`src/rtl/timer_pair_map.vh`:
```
`ifndef TIMER_PAIR_MAP_VH
`define TIMER_PAIR_MAP_VH

////////////////////////////////////////////////////////////////////////////////
// register byte offsets
`define OFS_RUN        8'h00
`define OFS_MODE       8'h04
`define OFS_LOWER_CMP  8'h08
`define OFS_UPPER_CMP  8'h0C
`define OFS_FF_CTRL    8'h10
`define OFS_STATUS     8'h14
`define OFS_COUNT      8'h18

////////////////////////////////////////////////////////////////////////////////
// run register bits
`define RUN_LOWER_BIT  0
`define RUN_UPPER_BIT  1
`define RUN_DBUF_BIT   7
`define RUN_MASK       8'h83

// mode register field positions (two bits each)
`define MODE_LSEL_LSB  0
`define MODE_USEL_LSB  2
`define MODE_PWM_LSB   4
`define MODE_PAIR_LSB  6

// pair mode codes
`define PAIR_TWO8      2'h0
`define PAIR_CASCADE   2'h1
`define PAIR_PULSE     2'h2
`define PAIR_PWM       2'h3

// pwm cycle codes and their overflow values
`define PWM_N6         2'h1
`define PWM_N7         2'h2
`define PWM_TOP6       8'h3F
`define PWM_TOP7       8'h7F
`define PWM_TOP8       8'hFF

// toggle flip-flop control fields
`define FF_SRC_BIT     0
`define FF_INV_BIT     1
`define FF_CMD_LSB     2
`define FF_CMD_TOGGLE  2'h0
`define FF_CMD_SET     2'h1
`define FF_CMD_CLEAR   2'h2

// status bits
`define STAT_LOWER_BIT 0
`define STAT_UPPER_BIT 1

// reset values
`define RST_BYTE       8'h00

// bus responses
`define RESP_OKAY      2'h0
`define RESP_SLVERR    2'h2

`endif

```
`src/rtl/edge_sync.v`:
```
`timescale 1ns/1ns
`default_nettype none

// brings a pin into the clock domain and flags its rising edges
module edge_sync (
    // clock and reset
    input  wire ref_clk,
    input  wire reset,
    // pin side
    input  wire pinIn,
    // one-cycle pulse per rising edge
    output reg  risePulse_reg
);

    reg syncA_reg;  // first stage, read only by second stage
    reg syncB_reg;  // second stage
    reg last_reg;   // previous synced level

    ////////////////////////////////////////////////////////////////////////////
    // two-stage synchroniser and edge detector
    always @(posedge ref_clk) begin
        if (reset) begin
            syncA_reg     <= 1'b0;
            syncB_reg     <= 1'b0;
            last_reg      <= 1'b0;
            risePulse_reg <= 1'b0;
        end else begin
            syncA_reg     <= pinIn;
            syncB_reg     <= syncA_reg;
            last_reg      <= syncB_reg;
            risePulse_reg <= syncB_reg & ~last_reg;
        end
    end

endmodule

`default_nettype wire

```
`src/rtl/dual_8bit_timer_pair.v`:
```
// Summary of operation
// - two independent 8-bit interval timers in mode 00
// - lower and upper clock source selectors
// - upper counts lower matches when selected
// - run clear stops and zeroes counter
// - selected match toggles flip-flop when enabled
// - mode 01 cascades into 16-bit timer
// - cascade upper clocked by lower overflow
// - lower compare low byte, upper high byte
// - lower write disables, upper write enables compare
// - cascade low match: no clear, no irq
// - cascade full match clears, irq, toggles
// - pulse mode on lower, upper unused
// - pulse output toggles on either compare
// - pulse double buffer loads at upper match
// - waveforms drive the timer output pin
// - pwm on lower, upper stays 8-bit timer
// - pwm toggles at compare and overflow
// - pwm counter clears at overflow
// - pwm compare below overflow, buffer loads
// - mode and pwm cycle field encodings
//
// The AXI4-Lite slave port and the placing of the registers were decided locally.
`timescale 1ns/1ns
`default_nettype none
`include "timer_pair_map.vh"

module dual_8bit_timer_pair (
    // clock and reset
    input  wire        ref_clk,
    input  wire        reset,
    // axi4-lite write address
    input  wire [7:0]  awaddr,
    input  wire        awvalid,
    output reg         awready,
    // axi4-lite write data
    input  wire [31:0] wdata,
    input  wire [3:0]  wstrb,
    input  wire        wvalid,
    output reg         wready,
    // axi4-lite write response
    output reg  [1:0]  bresp,
    output reg         bvalid,
    input  wire        bready,
    // axi4-lite read address
    input  wire [7:0]  araddr,
    input  wire        arvalid,
    output reg         arready,
    // axi4-lite read data
    output reg  [31:0] rdata,
    output reg  [1:0]  rresp,
    output reg         rvalid,
    input  wire        rready,
    // prescaler taps, one-cycle pulses on ref_clk
    input  wire        prescaler_tap_1,
    input  wire        prescaler_tap_4,
    input  wire        prescaler_tap_16,
    input  wire        prescaler_tap_256,
    // external count pin, asynchronous
    input  wire        external_count_input,
    // timer output and interrupt pulses
    output reg         timer_output_pin,
    output reg         lower_match_irq,
    output reg         upper_match_irq
);

    ////////////////////////////////////////////////////////////////////////////
    // state
    reg  [7:0]  run_reg;             // pair_run_reg
    reg  [7:0]  mode_reg;            // pair_mode_reg
    reg  [7:0]  lowerCmp_reg;        // active lower_compare_reg
    reg  [7:0]  lowerBuf_reg;        // lower compare double buffer
    reg  [7:0]  upperCmp_reg;        // upper_compare_reg
    reg  [1:0]  ffCtrl_reg;          // toggle_ff_control_reg stored bits
    reg         cmp16En_reg;         // cascade compare permitted
    reg  [7:0]  lowerCount_reg;      // lower_up_counter
    reg  [7:0]  upperCount_reg;      // upper_up_counter
    reg         lowerFlag_reg;       // sticky lower match status
    reg         upperFlag_reg;       // sticky upper match status
    reg  [7:0]  awAddr_reg;          // held write address
    reg         awHeld_reg;          // write address captured
    reg  [31:0] wData_reg;           // held write data
    reg         wStrb0_reg;          // held low byte lane enable
    reg         wHeld_reg;           // write data captured

    // combinational results
    reg  [7:0]  lowerCount_next;
    reg  [7:0]  upperCount_next;
    reg         lowerMatch;          // lower comparator pulse
    reg         lowerEvent;          // lower interrupt event
    reg         upperEvent;          // upper interrupt event
    reg         ffToggle;            // flip-flop inversion request
    reg         bufLoad;             // move buffer into lower compare
    reg         lowerSrc;            // selected lower clock source
    reg         upperSrc;            // selected upper clock source
    reg  [7:0]  pwmTop;              // pwm overflow value
    reg  [31:0] readMux;             // read data for araddr
    reg         readOk;              // araddr is mapped

    wire        extTick;             // synced external rising edge
    wire [1:0]  pairMode  = mode_reg[`MODE_PAIR_LSB+1:`MODE_PAIR_LSB];
    wire [1:0]  pwmSel    = mode_reg[`MODE_PWM_LSB+1:`MODE_PWM_LSB];
    wire [1:0]  upperSel  = mode_reg[`MODE_USEL_LSB+1:`MODE_USEL_LSB];
    wire [1:0]  lowerSel  = mode_reg[`MODE_LSEL_LSB+1:`MODE_LSEL_LSB];
    wire        lowerRun  = run_reg[`RUN_LOWER_BIT];
    wire        upperRun  = run_reg[`RUN_UPPER_BIT];
    wire        dbufEn    = run_reg[`RUN_DBUF_BIT];
    wire        lowerTick = lowerRun & lowerSrc;
    wire [7:0]  lowInc    = lowerCount_reg + 8'h01;
    wire [7:0]  upInc     = upperCount_reg + 8'h01;
    wire        waveMode  = (pairMode == `PAIR_PULSE) | (pairMode == `PAIR_PWM);

    // bus write strobes
    wire        doWrite   = awHeld_reg & wHeld_reg & ~bvalid;
    wire [7:0]  wrOfs     = awAddr_reg & 8'hFC;
    wire [7:0]  wrByte    = wData_reg[7:0];
    wire        wrMapped  = (wrOfs <= `OFS_COUNT);
    wire        wrLane    = doWrite & wStrb0_reg;
    wire        wrRun     = wrLane & (wrOfs == `OFS_RUN);
    wire        wrMode    = wrLane & (wrOfs == `OFS_MODE);
    wire        wrLowCmp  = wrLane & (wrOfs == `OFS_LOWER_CMP);
    wire        wrUpCmp   = wrLane & (wrOfs == `OFS_UPPER_CMP);
    wire        wrFf      = wrLane & (wrOfs == `OFS_FF_CTRL);
    wire        wrStat    = wrLane & (wrOfs == `OFS_STATUS);
    wire [1:0]  ffCmd     = wrByte[`FF_CMD_LSB+1:`FF_CMD_LSB];

    ////////////////////////////////////////////////////////////////////////////
    // external count pin synchroniser
    edge_sync extSync (
        .ref_clk       (ref_clk),
        .reset         (reset),
        .pinIn         (external_count_input),
        .risePulse_reg (extTick)
    );

    ////////////////////////////////////////////////////////////////////////////
    // clock source selection and pwm overflow value
    always @* begin
        // lower source: pin or taps 1, 4, 16
        case (lowerSel)
            2'h0:    lowerSrc = extTick;
            2'h1:    lowerSrc = prescaler_tap_1;
            2'h2:    lowerSrc = prescaler_tap_4;
            default: lowerSrc = prescaler_tap_16;
        endcase
        // pwm cycle code to overflow value
        case (pwmSel)
            `PWM_N6: pwmTop = `PWM_TOP6;
            `PWM_N7: pwmTop = `PWM_TOP7;
            default: pwmTop = `PWM_TOP8;                  // 00 reserved, 11 full
        endcase
    end

    ////////////////////////////////////////////////////////////////////////////
    // counters, comparators and events
    always @* begin
        lowerCount_next = lowerCount_reg;
        upperCount_next = upperCount_reg;
        lowerMatch      = 1'b0;
        lowerEvent      = 1'b0;
        upperEvent      = 1'b0;
        ffToggle        = 1'b0;
        bufLoad         = 1'b0;
        upperSrc        = 1'b0;
        case (pairMode)
            `PAIR_CASCADE: begin
                // 16-bit interval timer
                if (lowerTick) begin
                    lowerMatch = (lowInc == lowerCmp_reg);
                    if (lowerMatch && cmp16En_reg && (upperCount_reg == upperCmp_reg)) begin
                        lowerCount_next = 8'h00;
                        upperCount_next = 8'h00;
                        upperEvent      = 1'b1;
                        ffToggle        = 1'b1;
                    end else begin
                        lowerCount_next = lowInc;
                        if (lowerCount_reg == 8'hFF && upperRun) begin
                            upperCount_next = upInc;
                        end
                    end
                end
            end
            `PAIR_PULSE: begin
                // programmable pulse from the lower counter
                upperCount_next = 8'h00;
                if (lowerTick) begin
                    if (lowInc == upperCmp_reg) begin
                        lowerCount_next = 8'h00;
                        ffToggle        = 1'b1;
                        bufLoad         = 1'b1;
                        lowerEvent      = 1'b1;
                    end else begin
                        lowerCount_next = lowInc;
                        if (lowInc == lowerCmp_reg) begin
                            ffToggle = 1'b1;
                        end
                    end
                end
            end
            `PAIR_PWM: begin
                // pwm on the lower counter
                if (lowerTick) begin
                    if (lowInc == pwmTop) begin
                        lowerCount_next = 8'h00;
                        ffToggle        = 1'b1;
                        bufLoad         = 1'b1;
                        lowerEvent      = 1'b1;
                    end else begin
                        lowerCount_next = lowInc;
                        if (lowInc == lowerCmp_reg) begin
                            ffToggle   = 1'b1;
                            lowerMatch = 1'b1;
                        end
                    end
                end
            end
            default: begin
                // two 8-bit interval timers, lower half
                if (lowerTick) begin
                    if (lowInc == lowerCmp_reg) begin
                        lowerCount_next = 8'h00;
                        lowerMatch      = 1'b1;
                        lowerEvent      = 1'b1;
                    end else begin
                        lowerCount_next = lowInc;
                    end
                end
                ffToggle = ffCtrl_reg[`FF_SRC_BIT] ? 1'b0 : lowerEvent;
            end
        endcase
        // upper half as an independent 8-bit timer
        if (pairMode == `PAIR_TWO8 || pairMode == `PAIR_PWM) begin
            case (upperSel)
                2'h0:    upperSrc = lowerMatch;
                2'h1:    upperSrc = prescaler_tap_1;
                2'h2:    upperSrc = prescaler_tap_16;
                default: upperSrc = prescaler_tap_256;
            endcase
            if (upperRun && upperSrc) begin
                if (upInc == upperCmp_reg) begin
                    upperCount_next = 8'h00;
                    upperEvent      = 1'b1;
                end else begin
                    upperCount_next = upInc;
                end
            end
            if (pairMode == `PAIR_TWO8 && ffCtrl_reg[`FF_SRC_BIT]) begin
                ffToggle = upperEvent;
            end
        end
        // a stopped timer holds zero
        if (!lowerRun) begin
            lowerCount_next = 8'h00;
        end
        if (!upperRun) begin
            upperCount_next = 8'h00;
        end
        // inversion must be enabled
        ffToggle = ffToggle & ffCtrl_reg[`FF_INV_BIT];
    end

    ////////////////////////////////////////////////////////////////////////////
    // timer registers, flip-flop and status
    always @(posedge ref_clk) begin
        if (reset) begin
            run_reg          <= `RST_BYTE;
            mode_reg         <= `RST_BYTE;
            lowerCmp_reg     <= `RST_BYTE;
            lowerBuf_reg     <= `RST_BYTE;
            upperCmp_reg     <= `RST_BYTE;
            ffCtrl_reg       <= 2'h0;
            cmp16En_reg      <= 1'b1;
            lowerCount_reg   <= 8'h00;
            upperCount_reg   <= 8'h00;
            lowerFlag_reg    <= 1'b0;
            upperFlag_reg    <= 1'b0;
            timer_output_pin <= 1'b0;
            lower_match_irq  <= 1'b0;
            upper_match_irq  <= 1'b0;
        end else begin
            lowerCount_reg  <= lowerCount_next;
            upperCount_reg  <= upperCount_next;
            lower_match_irq <= lowerEvent;
            upper_match_irq <= upperEvent;
            // control writes
            if (wrRun) begin
                run_reg <= wrByte & `RUN_MASK;
            end
            if (wrMode) begin
                mode_reg <= wrByte;
            end
            // lower compare goes through the buffer in waveform modes when dbufEn is set
            if (wrLowCmp) begin
                lowerBuf_reg <= wrByte;
                cmp16En_reg  <= 1'b0;
                if (!(dbufEn && waveMode)) begin
                    lowerCmp_reg <= wrByte;
                end
            end else if (bufLoad && dbufEn) begin
                lowerCmp_reg <= lowerBuf_reg;
            end
            if (wrUpCmp) begin
                upperCmp_reg <= wrByte;
                cmp16En_reg  <= 1'b1;
            end
            // flip-flop: software command, else hardware toggle
            if (wrFf) begin
                ffCtrl_reg <= wrByte[1:0];
                case (ffCmd)
                    `FF_CMD_SET:    timer_output_pin <= 1'b1;
                    `FF_CMD_CLEAR:  timer_output_pin <= 1'b0;
                    `FF_CMD_TOGGLE: timer_output_pin <= ~timer_output_pin;
                    default:        timer_output_pin <= timer_output_pin ^ ffToggle;
                endcase
            end else if (ffToggle) begin
                timer_output_pin <= ~timer_output_pin;
            end
            // sticky status, set wins over write-one-clear
            lowerFlag_reg <= lowerEvent |
                             (lowerFlag_reg & ~(wrStat & wrByte[`STAT_LOWER_BIT]));
            upperFlag_reg <= upperEvent |
                             (upperFlag_reg & ~(wrStat & wrByte[`STAT_UPPER_BIT]));
        end
    end

    ////////////////////////////////////////////////////////////////////////////
    // read data mux
    always @* begin
        readMux = 32'h00000000;
        readOk  = 1'b1;
        case (araddr & 8'hFC)
            `OFS_RUN:       readMux[7:0]  = run_reg;
            `OFS_MODE:      readMux[7:0]  = mode_reg;
            `OFS_LOWER_CMP: readMux[7:0]  = lowerCmp_reg;
            `OFS_UPPER_CMP: readMux[7:0]  = upperCmp_reg;
            `OFS_FF_CTRL:   readMux[1:0]  = ffCtrl_reg;
            `OFS_STATUS:    readMux[2:0]  = {timer_output_pin, upperFlag_reg, lowerFlag_reg};
            `OFS_COUNT:     readMux[15:0] = {upperCount_reg, lowerCount_reg};
            default:        readOk        = 1'b0;
        endcase
    end

    ////////////////////////////////////////////////////////////////////////////
    // axi4-lite write channels
    always @(posedge ref_clk) begin
        if (reset) begin
            awready    <= 1'b0;
            wready     <= 1'b0;
            awHeld_reg <= 1'b0;
            wHeld_reg  <= 1'b0;
            awAddr_reg <= 8'h00;
            wData_reg  <= 32'h00000000;
            wStrb0_reg <= 1'b0;
            bvalid     <= 1'b0;
            bresp      <= `RESP_OKAY;
        end else begin
            // address channel
            if (awready && awvalid) begin
                awAddr_reg <= awaddr;
                awHeld_reg <= 1'b1;
                awready    <= 1'b0;
            end else if (!awHeld_reg && !bvalid) begin
                awready <= 1'b1;
            end
            // data channel
            if (wready && wvalid) begin
                wData_reg  <= wdata;
                wStrb0_reg <= wstrb[0];
                wHeld_reg  <= 1'b1;
                wready     <= 1'b0;
            end else if (!wHeld_reg && !bvalid) begin
                wready <= 1'b1;
            end
            // response once both halves are in
            if (doWrite) begin
                awHeld_reg <= 1'b0;
                wHeld_reg  <= 1'b0;
                bvalid     <= 1'b1;
                bresp      <= wrMapped ? `RESP_OKAY : `RESP_SLVERR;
            end else if (bvalid && bready) begin
                bvalid <= 1'b0;
            end
        end
    end

    ////////////////////////////////////////////////////////////////////////////
    // axi4-lite read channels
    always @(posedge ref_clk) begin
        if (reset) begin
            arready <= 1'b0;
            rvalid  <= 1'b0;
            rdata   <= 32'h00000000;
            rresp   <= `RESP_OKAY;
        end else begin
            if (arready && arvalid) begin
                arready <= 1'b0;
                rvalid  <= 1'b1;
                rdata   <= readMux;
                rresp   <= readOk ? `RESP_OKAY : `RESP_SLVERR;
            end else if (rvalid && rready) begin
                rvalid <= 1'b0;
            end else if (!rvalid) begin
                arready <= 1'b1;
            end
        end
    end

endmodule

`default_nettype wire

```
`config.mk`:
```
export PLATFORM = sky130hd
export DESIGN_NAME = dual_8bit_timer_pair
export DESIGN_NICKNAME = d
export VERILOG_FILES = /design/src/rtl/edge_sync.v /design/src/rtl/dual_8bit_timer_pair.v
export VERILOG_INCLUDE_DIRS = /design/src /design/src/rtl
export SDC_FILE = /design/constraint.sdc
export NUM_CORES = 1
export LEC_CHECK = 0
export BUFFER_PORTS_ARGS = -buffer_cell sky130_fd_sc_hd__clkbuf_2
export CAP_MARGIN = 30
export CORE_ASPECT_RATIO = 1.4
export CORE_UTILIZATION = 55
export CTS_CLUSTER_DIAMETER = 150
export DETAILED_ROUTE_END_ITERATION = 16
export MAX_ROUTING_LAYER = met4
export PLACE_DENSITY_LB_ADDON = 0.15
export SYNTH_ARGS = -nofsm -noshare
export SYNTH_HDL_FRONTEND = slang
export SYNTH_SLANG_ARGS = --single-unit
```
`constraint.sdc`:
```
create_clock -name ref_clk -period 3.1 [get_ports ref_clk]
set_input_delay 0.465 -clock ref_clk [delete_from_list [all_inputs] [get_ports ref_clk]]
set_output_delay 0.465 -clock ref_clk [all_outputs]
set_load 0.02 [all_outputs]
```
==> Flow_metrics.wiki <==
{| class="wikitable"
! Metric !! Value
|-
| Slew of the pin with the lowest slew margin || 1009 ps
|-
| Total track usage || 0.3046
|-
| DR pass1 iterations || 7
|-
| Top-level port count || 108
|-
| Buffers and inverters on the worst path || 2
|-
| Final nets || 814
|-
| Clk Latency, worst-skew pair || 350 ps
|-
| Reg with most FFs || rdata
|-
| Longest individual stage delay on the worst path || 380 ps
|-
| Netlist cell types || 75
|-
| Final cell area excluding filler cells || 6643 µm²
|-
| Fraction of layout cells with a size suffix above 1 || 0.1743
|-
| Unrepaired setup endpoints after global routing || false
|-
| Buffer count from post-CTS setup fixing || 0
|-
| Setup TNS || 0 ps
|-
| Vias in the first global route || 5,185
|-
| Remaining Overflow, GRT || 0
|-
| Sequential-to-total area share from yosys stat || 0.3497
|-
| Core Box Area || 10,410 µm²
|-
| Global placement routability congestion || 0.9198
|-
| Count of mapped cells out of synthesis || 688
|-
| Cells traversed along the worst timing path || ha_1 -> buf_4 -> nand4b_1 -> a211oi_1 -> o311a_2 -> nand4_4 -> o41ai_4 -> buf_4 -> o21ai_1 -> and2_1 -> o311a_1
|-
| Antenna cells || 0
|-
| EDFF count, synth || 0
|-
| Register bit total from synthesis || 103
|-
| Syn avg cell area || 8.571 µm²
|-
| Via-to-Cell Ratio || 5.863
|-
| Largest cells by area after synthesis || dfxtp_1 35%, mux2i_1 6.8%, nand2_1 5.0%, a21oi_1 3.6%, xnor2_1 3.6%
|-
| Kind of launch point of the worst setup path || register
|-
| Number of buffers added on ports || 58
|-
| Number of placed instances with taps included || 868
|-
| Number of failing hold endpoints at the final stage || 0
|-
| Proportion of register bits with asynchronous set or reset after synthesis || 0
|-
| Top-area cell type share of the netlist area || 0.3497
|-
| CTS Buffer Depth || 2
|-
| Synthesis-to-finish area growth || 12.65%
|-
| Maximum number of pins on one net before global-route repair || 55
|-
| Outcome || complete, no violations
|-
| Final wirelength || 15,480 µm
|-
| Cell class contributing the biggest share of worst-path delay || compound AO/OA/AOI/OAI gates
|-
| Initial core utilization || 0.5667
|-
| Count of vias placed by the detailed router || 5,183
|-
| Ratio of total power to cell area || 419.3 nW/µm²
|-
| Tightest slew margin relative to the limit || 0.3275
|-
| Fmax || 0.3404 GHz
|-
| Final clock skew || 9.494 ps
|-
| Number of antenna violations at the first check in global routing || 0
|-
| Clock transition at path regs || 70 ps
|-
| Main flop type after synthesis || dfxtp_1
|-
| CP Max Fanout || 13
|-
| Critical path required time || 3330 ps
|-
| Sink Count || 103
|-
| Overall die width || 89.51 µm
|-
| Wire length of the first global-routing pass || 25,270 µm
|-
| Most frequent cells after synthesis || 103 x dfxtp_1, 79 x nand2_1, 51 x nor2_1
|-
| Final HPWL DP || 11,860 µm
|-
| FP Rows || 44
|-
| Kind of critical path || register to register
|-
| Post-synthesis instance area || 5897 µm²
|-
| Initial detailed-routing violation count || 352
|-
| Worst min path class || input pin to register
|-
| Final number of max-transition violations || 0
|-
| Reported leakage power || 2.663 nW
|-
| Hold slack || 327.8 ps
|-
| Maximum resistive drop on vdd || 0.3556 mV
|-
| Data arrival at the endpoint of the critical path || 3170 ps
|-
| Worst reg2reg setup slack || 160 ps
|-
| H-tree depth || 3
|-
| CTS tree || done
|-
| Type of element capturing the critical path || register
|-
| Number of failing setup endpoints in the final timing report || 0
|-
| Synthesis warning total || 0
|-
| Standard cell area after detailed placement || 6305 µm²
|-
| Max FFs per register || 16
|-
| Crit path time final || 2937 ps
|-
| Most numerous cell in the Yosys netlist || dfxtp_1
|-
| Master cell of the clock root buffer || clkbuf_16
|-
| Number of DRC violations after detailed routing || 0
|-
| Die ar. || 11,150 µm²
|-
| Top cell type by total area after synthesis || dfxtp_1
|-
| Worst path slowest cell || dfxtp_1
|-
| Vert. Die Dim || 124.5 µm
|-
| Post-detailed-route wirelength per cell || 17.51 µm
|-
| Inserted Clock Buffers || 9
|-
| Final instance count without filler cells || 884
|-
| Top cell by count, worst path || buf_4
|-
| Max-cap violations || 0
|-
| Final worst-path cycle share || 0.9475
|-
| ANT nets after route || 0
|}
## logic make-up (layout without fill, tap and decap cells)
group           count (synthesis)  in the layout  synth area share
xor+xnor                       36             36           0.05835
simple gates                  266            266            0.2332
other cells                     1             18         0.0006359
compound gates                141            141            0.1668
mux                            54             54            0.1055
buf+inv                        78            119           0.06684
fa+ha+maj                       9              9           0.01910
flops                         103            103            0.3497
## layer usage
| metal | global-route usage | vias up | wire length (µm) |
|---|---|---|---|
| met1 | 0.3227 | 2476 | 5929 |
| met4 | 0.1531 | 0 | 694 |
| met2 | 0.5276 | 159 | 8156 |
| met3 | 0.05434 | 44 | 703 |
| li1 | - | 2504 | - |
| met5 | - | - | 0 |
## placed cells by master, fill, tap and decap left out, drive strengths merged, types with 3 or more instances in the layout
cell / Yosys / routed
nor2b: 27 / 27
o21ai: 30 / 30
ha: 9 / 9
clkbuf: 24 / 67
buf: 34 / 25
mux4: 3 / 3
dfxtp: 103 / 103
xnor2: 24 / 24
and2: 8 / 8
mux2: 11 / 11
nor4: 8 / 8
nand3b: 4 / 4
nor3: 17 / 17
conb: 1 / 18
o22ai: 8 / 8
mux2i: 40 / 40
a211oi: 5 / 5
o211a: 6 / 6
a21oi: 43 / 43
a31oi: 7 / 7
nand2b: 9 / 9
o21a: 4 / 4
nand2: 79 / 79
nand4: 12 / 12
a221oi: 4 / 4
nor3b: 9 / 9
nand3: 23 / 23
nor2: 52 / 52
and3: 6 / 6
inv: 19 / 21
a22o: 12 / 12
o311a: 4 / 4
xor2: 10 / 10
clkinv: 1 / 3
## power by group
group	leakage, nW	total [W]	internal [W]	switching [W]
registers	0.833	0.00137	0.00134	0.0000249
logic	1.67	0.000143	0.0000485	0.0000944
clock network	0.161	0.00127	0.000725	0.000550
## repair_timing
item | 4_1_cts | 5_1_grt
endpoints found under the setup margin | 0 | 7
hold buffers | 0 | 0
resized for setup | 0 | 1
## stage by stage
stage | setup slack, ps | utilization | power [W]
after floorplan | 377.1 | - | 0.001511
after global placement | 218.6 | 0.6059 | 0.001537
after detailed placement | 167.6 | 0.6059 | 0.001542
after CTS | 153.1 | 0.6384 | 0.002797
after global routing | 7.088 | 0.6384 | 0.002880
final | 162.6 | 0.6384 | 0.002785
## area by class of cell
cell class                 count  area [µm²]
timing repair buffer          83       490.5
clock inverter                 7       112.6
inverter                      20       75.07
tap                          138       172.7
multi-input combinational    524        3505
clock buffer                   9       225.2
sequential                   103        2062
fill                         894        3762
## worst paths after layout
kind / from / to / cells past startpoint
max reg2reg: lowerCount_reg[0]$_SDFFE_PP0N_ / upperCount_reg[4]$_SDFF_PP0_ / 11
min reg2reg: extSync.last_reg$_SDFF_PP0_ / extSync.risePulse_reg$_SDFF_PP0_ / 1
max: lowerCount_reg[0]$_SDFFE_PP0N_ / upperCount_reg[4]$_SDFF_PP0_ / 11
min: external_count_input / extSync.syncA_reg$_SDFF_PP0_ / 2
Power figures use the tool's default switching activity.
